--- config.mk ---
export PLATFORM = sky130hd
export DESIGN_NAME = pcg_top
export DESIGN_NICKNAME = d
export VERILOG_FILES = /design/src/pcg_pkg.sv /design/src/pcg_top.sv
export SDC_FILE = /design/constraint.sdc
export NUM_CORES = 1
export LEC_CHECK = 0
export BUFFER_PORTS_ARGS = -buffer_cell sky130_fd_sc_hd__buf_2
export CORE_MARGIN = 2
export CORE_UTILIZATION = 47
export CTS_CLUSTER_DIAMETER = 50
export DETAILED_ROUTE_END_ITERATION = 7
export PLACE_DENSITY = 0.86
export SYNTH_ARGS = -nofsm -noshare
export SYNTH_HDL_FRONTEND = slang
export SYNTH_SLANG_ARGS = --single-unit
--- constraint.sdc ---
create_clock -name ref_clk -period 2.9 [get_ports ref_clk]
set_input_delay 0.29 -clock ref_clk [delete_from_list [all_inputs] [get_ports ref_clk]]
set_output_delay 0.29 -clock ref_clk [all_outputs]
set_load 0.1 [all_outputs]
--- src/pcg_pkg.sv ---
`default_nettype none
package pcg_pkg;

  // ------------------------------------------------------------
  // widths
  // ------------------------------------------------------------
  localparam int ADDR_W = 12;
  localparam int DATA_W = 32;
  localparam int UNIT_N = 5;

  // ------------------------------------------------------------
  // register byte offsets
  // ------------------------------------------------------------
  localparam logic [11:0] OFF_RUN0 = 12'h100;
  localparam logic [11:0] OFF_RUN1 = 12'h104;
  localparam logic [11:0] OFF_SLEEP0 = 12'h110;
  localparam logic [11:0] OFF_SLEEP1 = 12'h114;
  localparam logic [11:0] OFF_DEEP0 = 12'h120;
  localparam logic [11:0] OFF_DEEP1 = 12'h124;

  // ------------------------------------------------------------
  // reset values and writable fields
  // ------------------------------------------------------------
  localparam logic [31:0] RST_GATE0 = 32'h0000_0040;
  localparam logic [31:0] RST_GATE1 = 32'h0000_0000;
  localparam logic [31:0] MASK_GATE0 = 32'h0000_0048;
  localparam logic [31:0] MASK_GATE1 = 32'h0308_0000;

  // ------------------------------------------------------------
  // field positions and unit numbering
  // ------------------------------------------------------------
  localparam int BIT_HIB = 6;
  localparam int BIT_WDT = 3;
  localparam int BIT_COMPARATOR_ZERO_CLOCK_GATE = 24;
  localparam int BIT_COMPARATOR_ONE_CLOCK_GATE = 25;
  localparam int BIT_GP_TIMER_THREE_CLOCK_GATE = 19;
  localparam int U_HIB = 0;
  localparam int U_WDT = 1;
  localparam int U_COMPARATOR_ZERO_CLOCK_GATE = 2;
  localparam int U_COMPARATOR_ONE_CLOCK_GATE = 3;
  localparam int U_GP_TIMER_THREE_CLOCK_GATE = 4;
  localparam int UNIT_BIT [UNIT_N] = '{BIT_HIB, BIT_WDT, BIT_COMPARATOR_ZERO_CLOCK_GATE, BIT_COMPARATOR_ONE_CLOCK_GATE, BIT_GP_TIMER_THREE_CLOCK_GATE};
  // units whose bit sits in the second register of a set
  localparam logic [4:0] UNIT_IN_SET1 = 5'h1C;

  // ------------------------------------------------------------
  // bus answers and power modes
  // ------------------------------------------------------------
  localparam logic [1:0] RESP_OK = 2'h0;
  localparam logic [1:0] RESP_SLVERR = 2'h2;

  typedef enum logic [2:0] {
    PM_RUN = 3'h1,
    PM_SLEEP = 3'h2,
    PM_DEEP = 3'h4
  } pcg_pm_type;

endpackage : pcg_pkg
`default_nettype wire

--- src/pcg_top.sv ---
// Contract
// - gating bit one clocks unit, zero stops it
// - access to unclocked unit answers bus fault
// - run, sleep, deep-sleep sets chosen by state
// - sleep sets apply only with auto gating
// - gating bits reset to zero unless noted; the code also resets run and sleep set0 to 0x40
// - deep-sleep set0 bit 6 gates hibernation
// - deep-sleep set0 bit 3 gates watchdog
// - run set1 bits 25, 24 gate comparators
// - run set1 bit 19 gates timer three
// - reserved bits read zero, writes ignored
// - deep-sleep set0 resets to 0x40
// - run set1 resets to all zeros
//
// The implementer's own choice: the Avalon-MM interface to the registers.
`timescale 1ns/1ps
`default_nettype none
module pcg_top (
  input wire logic ref_clk,
  input wire logic rst_n,
  input wire logic [11:0] avs_address,
  input wire logic avs_read,
  input wire logic avs_write,
  input wire logic [31:0] avs_writedata,
  input wire logic [3:0] avs_byteenable,
  output logic [31:0] avs_readdata,
  output logic avs_waitrequest,
  output logic [1:0] avs_response,
  input wire logic auto_sleep_gating_enable,
  input wire logic sleep_mode,
  input wire logic deep_sleep_mode,
  input wire logic periph_access,
  input wire logic [4:0] periph_unit_sel,
  output logic periph_access_grant,
  output logic periph_bus_fault,
  output logic hibernate_clock_gate,
  output logic watchdog_clock_gate,
  output logic comparator_zero_clock_gate,
  output logic comparator_one_clock_gate,
  output logic gp_timer_three_clock_gate
);

  // ------------------------------------------------------------
  // decode helpers
  // ------------------------------------------------------------
  function automatic logic reg_hit(input logic [11:0] addr, input logic [11:0] off);
    reg_hit = (addr == off);
  endfunction : reg_hit

  function automatic logic [31:0] lane_mask(input logic [3:0] be);
    lane_mask = {{8{be[3]}}, {8{be[2]}}, {8{be[1]}}, {8{be[0]}}};
  endfunction : lane_mask

  function automatic logic [31:0] merge_word(input logic [31:0] old, input logic [31:0] wd,
                                             input logic [3:0] be, input logic [31:0] keep);
    merge_word = ((old & ~lane_mask(be)) | (wd & lane_mask(be))) & keep;
  endfunction : merge_word

  // ------------------------------------------------------------
  // state
  // ------------------------------------------------------------
  logic ack_ff;
  logic [31:0] rdata_ff;
  logic [1:0] resp_ff;
  logic [31:0] run0_ff;
  logic [31:0] sleep0_ff;
  logic [31:0] deep0_ff;
  logic [31:0] run1_ff;
  logic [31:0] sleep1_ff;
  logic [31:0] deep1_ff;
  pcg_pkg::pcg_pm_type pm_ff;
  pcg_pkg::pcg_pm_type nxt_pm;
  logic [4:0] en_ff;
  wire [4:0] nxt_en;

  // ------------------------------------------------------------
  // bus slave: one wait cycle per access
  // ------------------------------------------------------------
  wire bus_req = avs_read | avs_write;
  wire nxt_ack = bus_req & ~ack_ff;
  wire wr_take = avs_write & ack_ff;
  wire sel_run0 = reg_hit(avs_address, pcg_pkg::OFF_RUN0);
  wire sel_run1 = reg_hit(avs_address, pcg_pkg::OFF_RUN1);
  wire sel_sleep0 = reg_hit(avs_address, pcg_pkg::OFF_SLEEP0);
  wire sel_sleep1 = reg_hit(avs_address, pcg_pkg::OFF_SLEEP1);
  wire sel_deep0 = reg_hit(avs_address, pcg_pkg::OFF_DEEP0);
  wire sel_deep1 = reg_hit(avs_address, pcg_pkg::OFF_DEEP1);
  wire mapped = sel_run0 | sel_run1 | sel_sleep0 | sel_sleep1 | sel_deep0 | sel_deep1;

  // reserved bits are never stored, so they read zero
  wire [31:0] rd_mux = ({32{sel_run0}} & run0_ff)
                     | ({32{sel_run1}} & run1_ff)
                     | ({32{sel_sleep0}} & sleep0_ff)
                     | ({32{sel_sleep1}} & sleep1_ff)
                     | ({32{sel_deep0}} & deep0_ff)
                     | ({32{sel_deep1}} & deep1_ff);
  wire [31:0] nxt_rdata = avs_read ? rd_mux : 32'h0000_0000;
  wire [1:0] nxt_resp = mapped ? pcg_pkg::RESP_OK : pcg_pkg::RESP_SLVERR;

  assign avs_waitrequest = bus_req & ~ack_ff;
  assign avs_readdata = rdata_ff;
  assign avs_response = resp_ff;

  always_ff @(posedge ref_clk or negedge rst_n)
  begin
    if (!rst_n)
    begin
      ack_ff <= 1'b0;
      rdata_ff <= 32'h0000_0000;
      resp_ff <= pcg_pkg::RESP_OK;
    end
    else
    begin
      ack_ff <= nxt_ack;
      if (nxt_ack)
      begin
        rdata_ff <= nxt_rdata;
        resp_ff <= nxt_resp;
      end
    end
  end

  // ------------------------------------------------------------
  // gating registers
  // ------------------------------------------------------------
  // set0 holds hibernation and watchdog
  wire [31:0] nxt_run0 = merge_word(run0_ff, avs_writedata, avs_byteenable, pcg_pkg::MASK_GATE0);
  wire [31:0] nxt_sleep0 = merge_word(sleep0_ff, avs_writedata, avs_byteenable, pcg_pkg::MASK_GATE0);
  wire [31:0] nxt_deep0 = merge_word(deep0_ff, avs_writedata, avs_byteenable, pcg_pkg::MASK_GATE0);
  // set1 holds comparators and timer three
  wire [31:0] nxt_run1 = merge_word(run1_ff, avs_writedata, avs_byteenable, pcg_pkg::MASK_GATE1);
  wire [31:0] nxt_sleep1 = merge_word(sleep1_ff, avs_writedata, avs_byteenable, pcg_pkg::MASK_GATE1);
  wire [31:0] nxt_deep1 = merge_word(deep1_ff, avs_writedata, avs_byteenable, pcg_pkg::MASK_GATE1);

  // reset values: set0 0x40, set1 zero
  always_ff @(posedge ref_clk or negedge rst_n)
  begin
    if (!rst_n)
    begin
      run0_ff <= pcg_pkg::RST_GATE0;
      sleep0_ff <= pcg_pkg::RST_GATE0;
      deep0_ff <= pcg_pkg::RST_GATE0;
      run1_ff <= pcg_pkg::RST_GATE1;
      sleep1_ff <= pcg_pkg::RST_GATE1;
      deep1_ff <= pcg_pkg::RST_GATE1;
    end
    else if (wr_take)
    begin
      if (sel_run0)
        run0_ff <= nxt_run0;
      if (sel_sleep0)
        sleep0_ff <= nxt_sleep0;
      if (sel_deep0)
        deep0_ff <= nxt_deep0;
      if (sel_run1)
        run1_ff <= nxt_run1;
      if (sel_sleep1)
        sleep1_ff <= nxt_sleep1;
      if (sel_deep1)
        deep1_ff <= nxt_deep1;
    end
  end

  // ------------------------------------------------------------
  // power mode and set selection
  // ------------------------------------------------------------
  // without auto gating the run set stays in force
  wire go_deep = auto_sleep_gating_enable & deep_sleep_mode;
  wire go_sleep = auto_sleep_gating_enable & sleep_mode & ~deep_sleep_mode;
  assign nxt_pm = go_deep ? pcg_pkg::PM_DEEP : (go_sleep ? pcg_pkg::PM_SLEEP : pcg_pkg::PM_RUN);

  always_ff @(posedge ref_clk or negedge rst_n)
  begin
    if (!rst_n)
      pm_ff <= pcg_pkg::PM_RUN;
    else
      pm_ff <= nxt_pm;
  end

  // active set follows the power mode
  wire use_sleep = (pm_ff == pcg_pkg::PM_SLEEP);
  wire use_deep = (pm_ff == pcg_pkg::PM_DEEP);
  wire [31:0] act0 = use_deep ? deep0_ff : (use_sleep ? sleep0_ff : run0_ff);
  wire [31:0] act1 = use_deep ? deep1_ff : (use_sleep ? sleep1_ff : run1_ff);

  genvar gi;
  generate
    for (gi = 0; gi < pcg_pkg::UNIT_N; gi++)
    begin : g_unit
      // one enable per unit from its bit in the active set
      assign nxt_en[gi] = pcg_pkg::UNIT_IN_SET1[gi] ? act1[pcg_pkg::UNIT_BIT[gi]]
                                                     : act0[pcg_pkg::UNIT_BIT[gi]];
    end
  endgenerate

  // enables leave a flip-flop only, so gate cells see clean edges
  always_ff @(posedge ref_clk or negedge rst_n)
  begin
    if (!rst_n)
      en_ff <= 5'h00;
    else
      en_ff <= nxt_en;
  end

  assign hibernate_clock_gate = en_ff[pcg_pkg::U_HIB];
  assign watchdog_clock_gate = en_ff[pcg_pkg::U_WDT];
  assign comparator_zero_clock_gate = en_ff[pcg_pkg::U_COMPARATOR_ZERO_CLOCK_GATE];
  assign comparator_one_clock_gate = en_ff[pcg_pkg::U_COMPARATOR_ONE_CLOCK_GATE];
  assign gp_timer_three_clock_gate = en_ff[pcg_pkg::U_GP_TIMER_THREE_CLOCK_GATE];

  // ------------------------------------------------------------
  // peripheral access check
  // ------------------------------------------------------------
  wire [4:0] sel_off = periph_unit_sel & ~en_ff;
  wire [4:0] sel_on = periph_unit_sel & en_ff;
  // gated unit: fault instead of completion
  assign periph_bus_fault = periph_access & (|sel_off);
  // faulted access never reaches the unit
  assign periph_access_grant = periph_access & (|sel_on) & ~(|sel_off);

  // ------------------------------------------------------------
  // checks
  // ------------------------------------------------------------
  a_run_set_drives:
  assert property (@(posedge ref_clk) disable iff (!rst_n)
    (pm_ff == pcg_pkg::PM_RUN) |=> (comparator_one_clock_gate == $past(run1_ff[pcg_pkg::BIT_COMPARATOR_ONE_CLOCK_GATE])))
    else $error("run set does not drive comparator one enable");

  a_gated_faults:
  assert property (@(posedge ref_clk) disable iff (!rst_n)
    (periph_access && ((periph_unit_sel & ~en_ff) != 5'h00)) |-> (periph_bus_fault && !periph_access_grant))
    else $error("access to gated unit not faulted");

  a_deep_set_used:
  assert property (@(posedge ref_clk) disable iff (!rst_n)
    (pm_ff == pcg_pkg::PM_DEEP) |=> (watchdog_clock_gate == $past(deep0_ff[pcg_pkg::BIT_WDT])))
    else $error("deep-sleep set not applied");

  a_no_auto_run:
  assert property (@(posedge ref_clk) disable iff (!rst_n)
    (!auto_sleep_gating_enable) |=> (pm_ff == pcg_pkg::PM_RUN))
    else $error("sleep set used without auto gating");

  a_reset_gated_off:
  assert property (@(posedge ref_clk)
    $rose(rst_n) |-> (en_ff == 5'h00 && run0_ff == pcg_pkg::RST_GATE0 && sleep1_ff == 32'h0000_0000))
    else $error("gating state wrong after reset");

  a_hib_bit_write:
  assert property (@(posedge ref_clk) disable iff (!rst_n)
    (wr_take && sel_deep0 && avs_byteenable[0]) |=> (deep0_ff[pcg_pkg::BIT_HIB] == $past(avs_writedata[6])))
    else $error("hibernation bit not written");

  a_wdt_gated_fault:
  assert property (@(posedge ref_clk) disable iff (!rst_n)
    (periph_access && periph_unit_sel == 5'h02 && !watchdog_clock_gate) |-> periph_bus_fault)
    else $error("watchdog access while gated not faulted");

  a_run1_fields:
  assert property (@(posedge ref_clk) disable iff (!rst_n)
    (wr_take && sel_run1 && avs_byteenable == 4'hF) |=> (run1_ff == ($past(avs_writedata) & 32'h0308_0000)))
    else $error("run set1 fields wrong after write");

  a_gp_timer_three_clock_gate_enable:
  assert property (@(posedge ref_clk) disable iff (!rst_n)
    (pm_ff == pcg_pkg::PM_RUN && run1_ff[pcg_pkg::BIT_GP_TIMER_THREE_CLOCK_GATE]) ##1 (pm_ff == pcg_pkg::PM_RUN)
      |-> gp_timer_three_clock_gate)
    else $error("timer three enable not raised");

  a_reserved_zero:
  assert property (@(posedge ref_clk) disable iff (!rst_n)
    ((run1_ff & ~pcg_pkg::MASK_GATE1) == 32'h0000_0000) && ((deep0_ff & ~pcg_pkg::MASK_GATE0) == 32'h0000_0000))
    else $error("reserved bit set");

  a_reset_values:
  assert property (@(posedge ref_clk)
    $rose(rst_n) |-> (deep0_ff == 32'h0000_0040 && run1_ff == 32'h0000_0000))
    else $error("register reset value wrong");

  a_bus_answer:
  assert property (@(posedge ref_clk) disable iff (!rst_n)
    (avs_read && !ack_ff && sel_run1) |=> (!avs_waitrequest && avs_readdata == $past(run1_ff)))
    else $error("read not answered in one wait cycle");

  a_fault_no_grant:
  assert property (@(posedge ref_clk) disable iff (!rst_n)
    periph_bus_fault |-> !periph_access_grant)
    else $error("faulted access granted");

  a_unmapped_error:
  assert property (@(posedge ref_clk) disable iff (!rst_n)
    (avs_read && !ack_ff && !mapped) |=> (avs_response == pcg_pkg::RESP_SLVERR && avs_readdata == 32'h0000_0000))
    else $error("unmapped read not answered with error");

  a_sleep_set_used:
  assert property (@(posedge ref_clk) disable iff (!rst_n)
    (pm_ff == pcg_pkg::PM_SLEEP) |=> (hibernate_clock_gate == $past(sleep0_ff[pcg_pkg::BIT_HIB])))
    else $error("sleep set not applied");

  a_deep_set1_used:
  assert property (@(posedge ref_clk) disable iff (!rst_n)
    (pm_ff == pcg_pkg::PM_DEEP) |=> (gp_timer_three_clock_gate == $past(deep1_ff[pcg_pkg::BIT_GP_TIMER_THREE_CLOCK_GATE])))
    else $error("deep-sleep set1 not applied");

  a_auto_deep_mode:
  assert property (@(posedge ref_clk) disable iff (!rst_n)
    (auto_sleep_gating_enable && deep_sleep_mode) |=> (pm_ff == pcg_pkg::PM_DEEP))
    else $error("deep-sleep mode not entered");

  a_auto_sleep_mode:
  assert property (@(posedge ref_clk) disable iff (!rst_n)
    (auto_sleep_gating_enable && sleep_mode && !deep_sleep_mode) |=> (pm_ff == pcg_pkg::PM_SLEEP))
    else $error("sleep mode not entered");

  a_wdt_bit_write:
  assert property (@(posedge ref_clk) disable iff (!rst_n)
    (wr_take && sel_deep0 && avs_byteenable[0]) |=> (deep0_ff[pcg_pkg::BIT_WDT] == $past(avs_writedata[3])))
    else $error("watchdog bit not written");

  a_comparator_zero_clock_gate_enable:
  assert property (@(posedge ref_clk) disable iff (!rst_n)
    (pm_ff == pcg_pkg::PM_RUN) |=> (comparator_zero_clock_gate == $past(run1_ff[pcg_pkg::BIT_COMPARATOR_ZERO_CLOCK_GATE])))
    else $error("run set does not drive comparator zero enable");

  a_comparator_one_clock_gate_bit_write:
  assert property (@(posedge ref_clk) disable iff (!rst_n)
    (wr_take && sel_run1 && avs_byteenable[3]) |=> (run1_ff[pcg_pkg::BIT_COMPARATOR_ONE_CLOCK_GATE] == $past(avs_writedata[25])))
    else $error("comparator one bit not written");

  a_grant_when_clocked:
  assert property (@(posedge ref_clk) disable iff (!rst_n)
    (periph_access && periph_unit_sel == 5'h10 && gp_timer_three_clock_gate) |-> periph_access_grant)
    else $error("access to clocked unit not granted");

  a_reserved_other:
  assert property (@(posedge ref_clk) disable iff (!rst_n)
    ((sleep0_ff & ~pcg_pkg::MASK_GATE0) == 32'h0000_0000) && ((deep1_ff & ~pcg_pkg::MASK_GATE1) == 32'h0000_0000))
    else $error("reserved bit set in sleep or deep set");

  a_unmapped_write:
  assert property (@(posedge ref_clk) disable iff (!rst_n)
    (avs_write && !ack_ff && !mapped) |=> (avs_response == pcg_pkg::RESP_SLVERR && !avs_waitrequest))
    else $error("unmapped write not answered with error");

endmodule : pcg_top
`default_nettype wire

==> metrics.md <==
| Metric | Value |
|---|---|
| Die Y | 64.5 um |
| Comb power frac | 0.296 |
| CP Max Fanout | 6 |
| Final non-filler cell total | 258 |
| GR Util met1 | 0.165 |
| Synth Flop Type | dfrtp_1 |
| CTS H-Tree Depth | 2 |
| Syn-to-layout area delta | 12.4% |
| Hold path depth | 2 |
| Yosys cell types | 37 |
| Global-route wire length before repair | 5.29 mm |
| Vias | 1336 |
| CTS tree | yes |
| Die width | 64.5 um |
| CTS clock-pin slew for the worst setup and hold paths | 0.09 ns |
| CP Data Required Time | 2.61 ns |
| Grt ovf | 0 |
| CTS Buf Count | 5 |
| Antenna-violating nets left | 0 |
| EDFF count, synth | 0 |
| Vias in the first global route | 1273 |
| Pwr/cell area | 508 mW/mm2 |
| Post-DR vias/cell | 5.18 |
| # DRC | 0 |
| Drt pass-1 iters | 4 |
| Slew Viols, Final | 0 |
| Post-CTS Setup Bufs | 0 |
| Largest net degree at the start of global routing | 31 |
| # Max-Cap Violations | 0 |
| Placed instance count | 249 |
| Ranking of synthesized cells by area | dfrtp_1, buf_4, mux2_2 |
| Rows | 21 |
| Met2 Usage GRT | 0.313 |
| Aggregate routed wire length | 3.33 mm |
| Leak | 1.01 nW |
| Synthesized area | 0.00172 mm2 |
| All-layer global routing usage | 0.167 |
| HP Class | input pin to flip-flop |
| Post-synth ARST share | 1.00 |
| Total of warnings raised by yosys | 0 |
| Core footprint | 0.00342 mm2 |
| CP arrival | 1.66 ns |
| Peak supply drop | 0.266 mV |
| R2R depth | 4 |
| Hpwl dp | 2.62 mm |
| Share of cells above drive strength 1 | 0.373 |
| Top-Level Pins | 103 |
| RePlAce Congestion | 0.781 |
| Initial antenna violation count | 0 |
| Power Internal | 0.584 mW |
| Final Skew | 0.00687 ns |
| Seq cells post-synth | 30 |
| Psw | 0.398 mW |
| Top cell type's share of synthesized area | 0.378 |
| Slew HR | 0.551 |
| Starting DRT DRC Count | 41 |
| Clock share of power | 0.264 |
| Post-Synthesis Cells | 163 |
| Sequential power share | 0.440 |
| Reg2Reg Setup Slack | 1.32 ns |
| Hold path start | sleep_mode |
| Grt peak-use layer | met2 |
| Startpoint types | flip-flop |
| Root Driver | clkbuf_4 |
| Sequential-to-total area share from yosys stat | 0.439 |
| RSZ-0062 raised after global routing | false |
| Final setup TNS | 0 ns |
| Clock period minus worst slack | 1.95 ns |
| Post-synth top area cell | dfrtp_1 |
| Final Setup Violations | 0 |
| Final hold vios | 0 |
| Crit Path Category | flip-flop to primary output |
| CTS Sinks | 30 |
| Crit share post-route | 0.672 |
| Post_cts resized | 0 |
| Nets | 272 |
| Initial core utilization | 0.504 |
| Worst R2R Start | ack_ff |
| Least-Margin Pin Slew | 0.674 ns |
| Hold Path Sink | pm_ff[0] |
| Diodes inserted | 0 |
| Die area | 0.00416 mm2 |
| Switch share | 0.405 |
| Avg Cell Area, Syn | 10.6 um2 |
| Status | complete, no violations |
| Worst skew pair latency | 0.34 ns |
| Max Fclk | 513 MHz |
| Port bufs | 46 |
| Met3 global-route usage | 0.0503 |
| WL per Instance | 12.9 um |
| CTS max path bufs | 2 |
| Crit end category | primary output |
[synth_stat cells, types with 3 or more instances]
master,count
buf_4,29
dfrtp_1,26
mux2_2,14
o22a_1,10
nand2_1,8
nor2_1,8
a21oi_1,6
inv_1,6
nand4_1,6
mux2i_1,5
dfstp_2,4
o21ai_0,4
nand2b_1,3
nor2b_1,3
nor4_2,3
[power by group through the flow]
| stage | combinational, mW | sequential, mW | clock, mW |
|---|---|---|---|
| 4_1_cts | 0.291 | 0.433 | 0.267 |
| 6_report | 0.291 | 0.433 | 0.259 |
| 2_1_floorplan | 0.249 | 0.464 | 0 |
| 3_3_place_gp | 0.286 | 0.440 | 0 |
| 5_1_grt | 0.303 | 0.434 | 0.280 |
| 3_5_place_dp | 0.289 | 0.440 | 0 |
[cells by family (layout without fill, tap and decap cells)]
group / after synthesis / after routing / synth area share
and+or+nand+nor: 46 / 46 / 0.166
buffers and inverters: 39 / 61 / 0.156
DFF: 30 / 30 / 0.439
AOI/OAI and AO/OA: 27 / 27 / 0.110
muxes: 20 / 20 / 0.127
other: 1 / 28 / 0.00218
[critical path, cell delays in order (launching register included)]
cell	delay [ns]
dfrtp_1	0.41
or2_2	0.36
inv_1	0.12
buf_2	0.44
[final cells by class]
cell class,instances,area [um2]
inverters,6,22.5
clock buffers,7,55.1
clock inverters,1,5.00
well taps,46,57.6
repair buffers,47,240
fillers,316,1480
multi-input cells,121,800
flip-flops and latches,30,756
[cell usage in the layout, fill, tap and decap left out, types with 3 or more instances in the layout]
cell / netlist / routed
o21ai_0: 4 / 4
nor2b_1: 3 / 3
conb_1: 1 / 28
mux2_2: 14 / 14
nand2_1: 8 / 8
a21oi_1: 6 / 6
buf_2: 0 / 46
nor2_1: 8 / 8
clkbuf_4: 1 / 5
nor4_2: 3 / 3
nand2b_1: 3 / 3
mux2i_1: 5 / 5
dfstp_2: 4 / 4
dfrtp_1: 26 / 26
inv_1: 6 / 6
nand4_1: 6 / 6
o22a_1: 10 / 10
[per-stage QoR]
| stage | instance area, um2 | utilization | hold WS (ns) | total power, mW | setup slack [ns] |
|---|---|---|---|---|---|
| 2_1_floorplan | 1820 | - | -0.00559 | 0.712 | 0.157 |
| 3_3_place_gp | 1870 | 0.546 | 0.342 | 0.726 | 1.17 |
| 3_5_place_dp | 1870 | 0.546 | 0.354 | 0.729 | 1.13 |
| 4_1_cts | 1940 | 0.567 | 0.0839 | 0.990 | 0.938 |
| 5_1_grt | 1940 | 0.567 | 0.125 | 1.02 | 0.831 |
| 6_report | 1940 | 0.567 | 0.0967 | 0.983 | 0.952 |
[worst max path at each step]
stage / from / endpoint / slack (ns) / depth (start not counted)
floorplan: en_ff[0] / periph_bus_fault / 0.16 / 3
global placement: avs_address[10] / flip-flop / 1.17 / 5
detailed placement: avs_address[10] / flip-flop / 1.13 / 5
CTS: ack_ff / avs_waitrequest / 0.94 / 3
global route: en_ff[0] / periph_access_grant / 0.83 / 4
finish: ack_ff / avs_waitrequest / 0.95 / 3
[what timing repair did]
item                                    CTS  global route
hold endpoints to repair                 26             0
hold buffers                              1             0
endpoints found under the setup margin    0             0
[routing by layer]
| layer | wire length [um] | up-vias | share of wire |
|---|---|---|---|
| met5 | 0 | - | 0 |
| li1 | - | 621 | - |
| met4 | 81 | 0 | 0.024 |
| met3 | 250 | 14 | 0.075 |
| met1 | 1180 | 631 | 0.35 |
| met2 | 1820 | 70 | 0.55 |
Note: power is estimated with default switching activity, not from simulation.
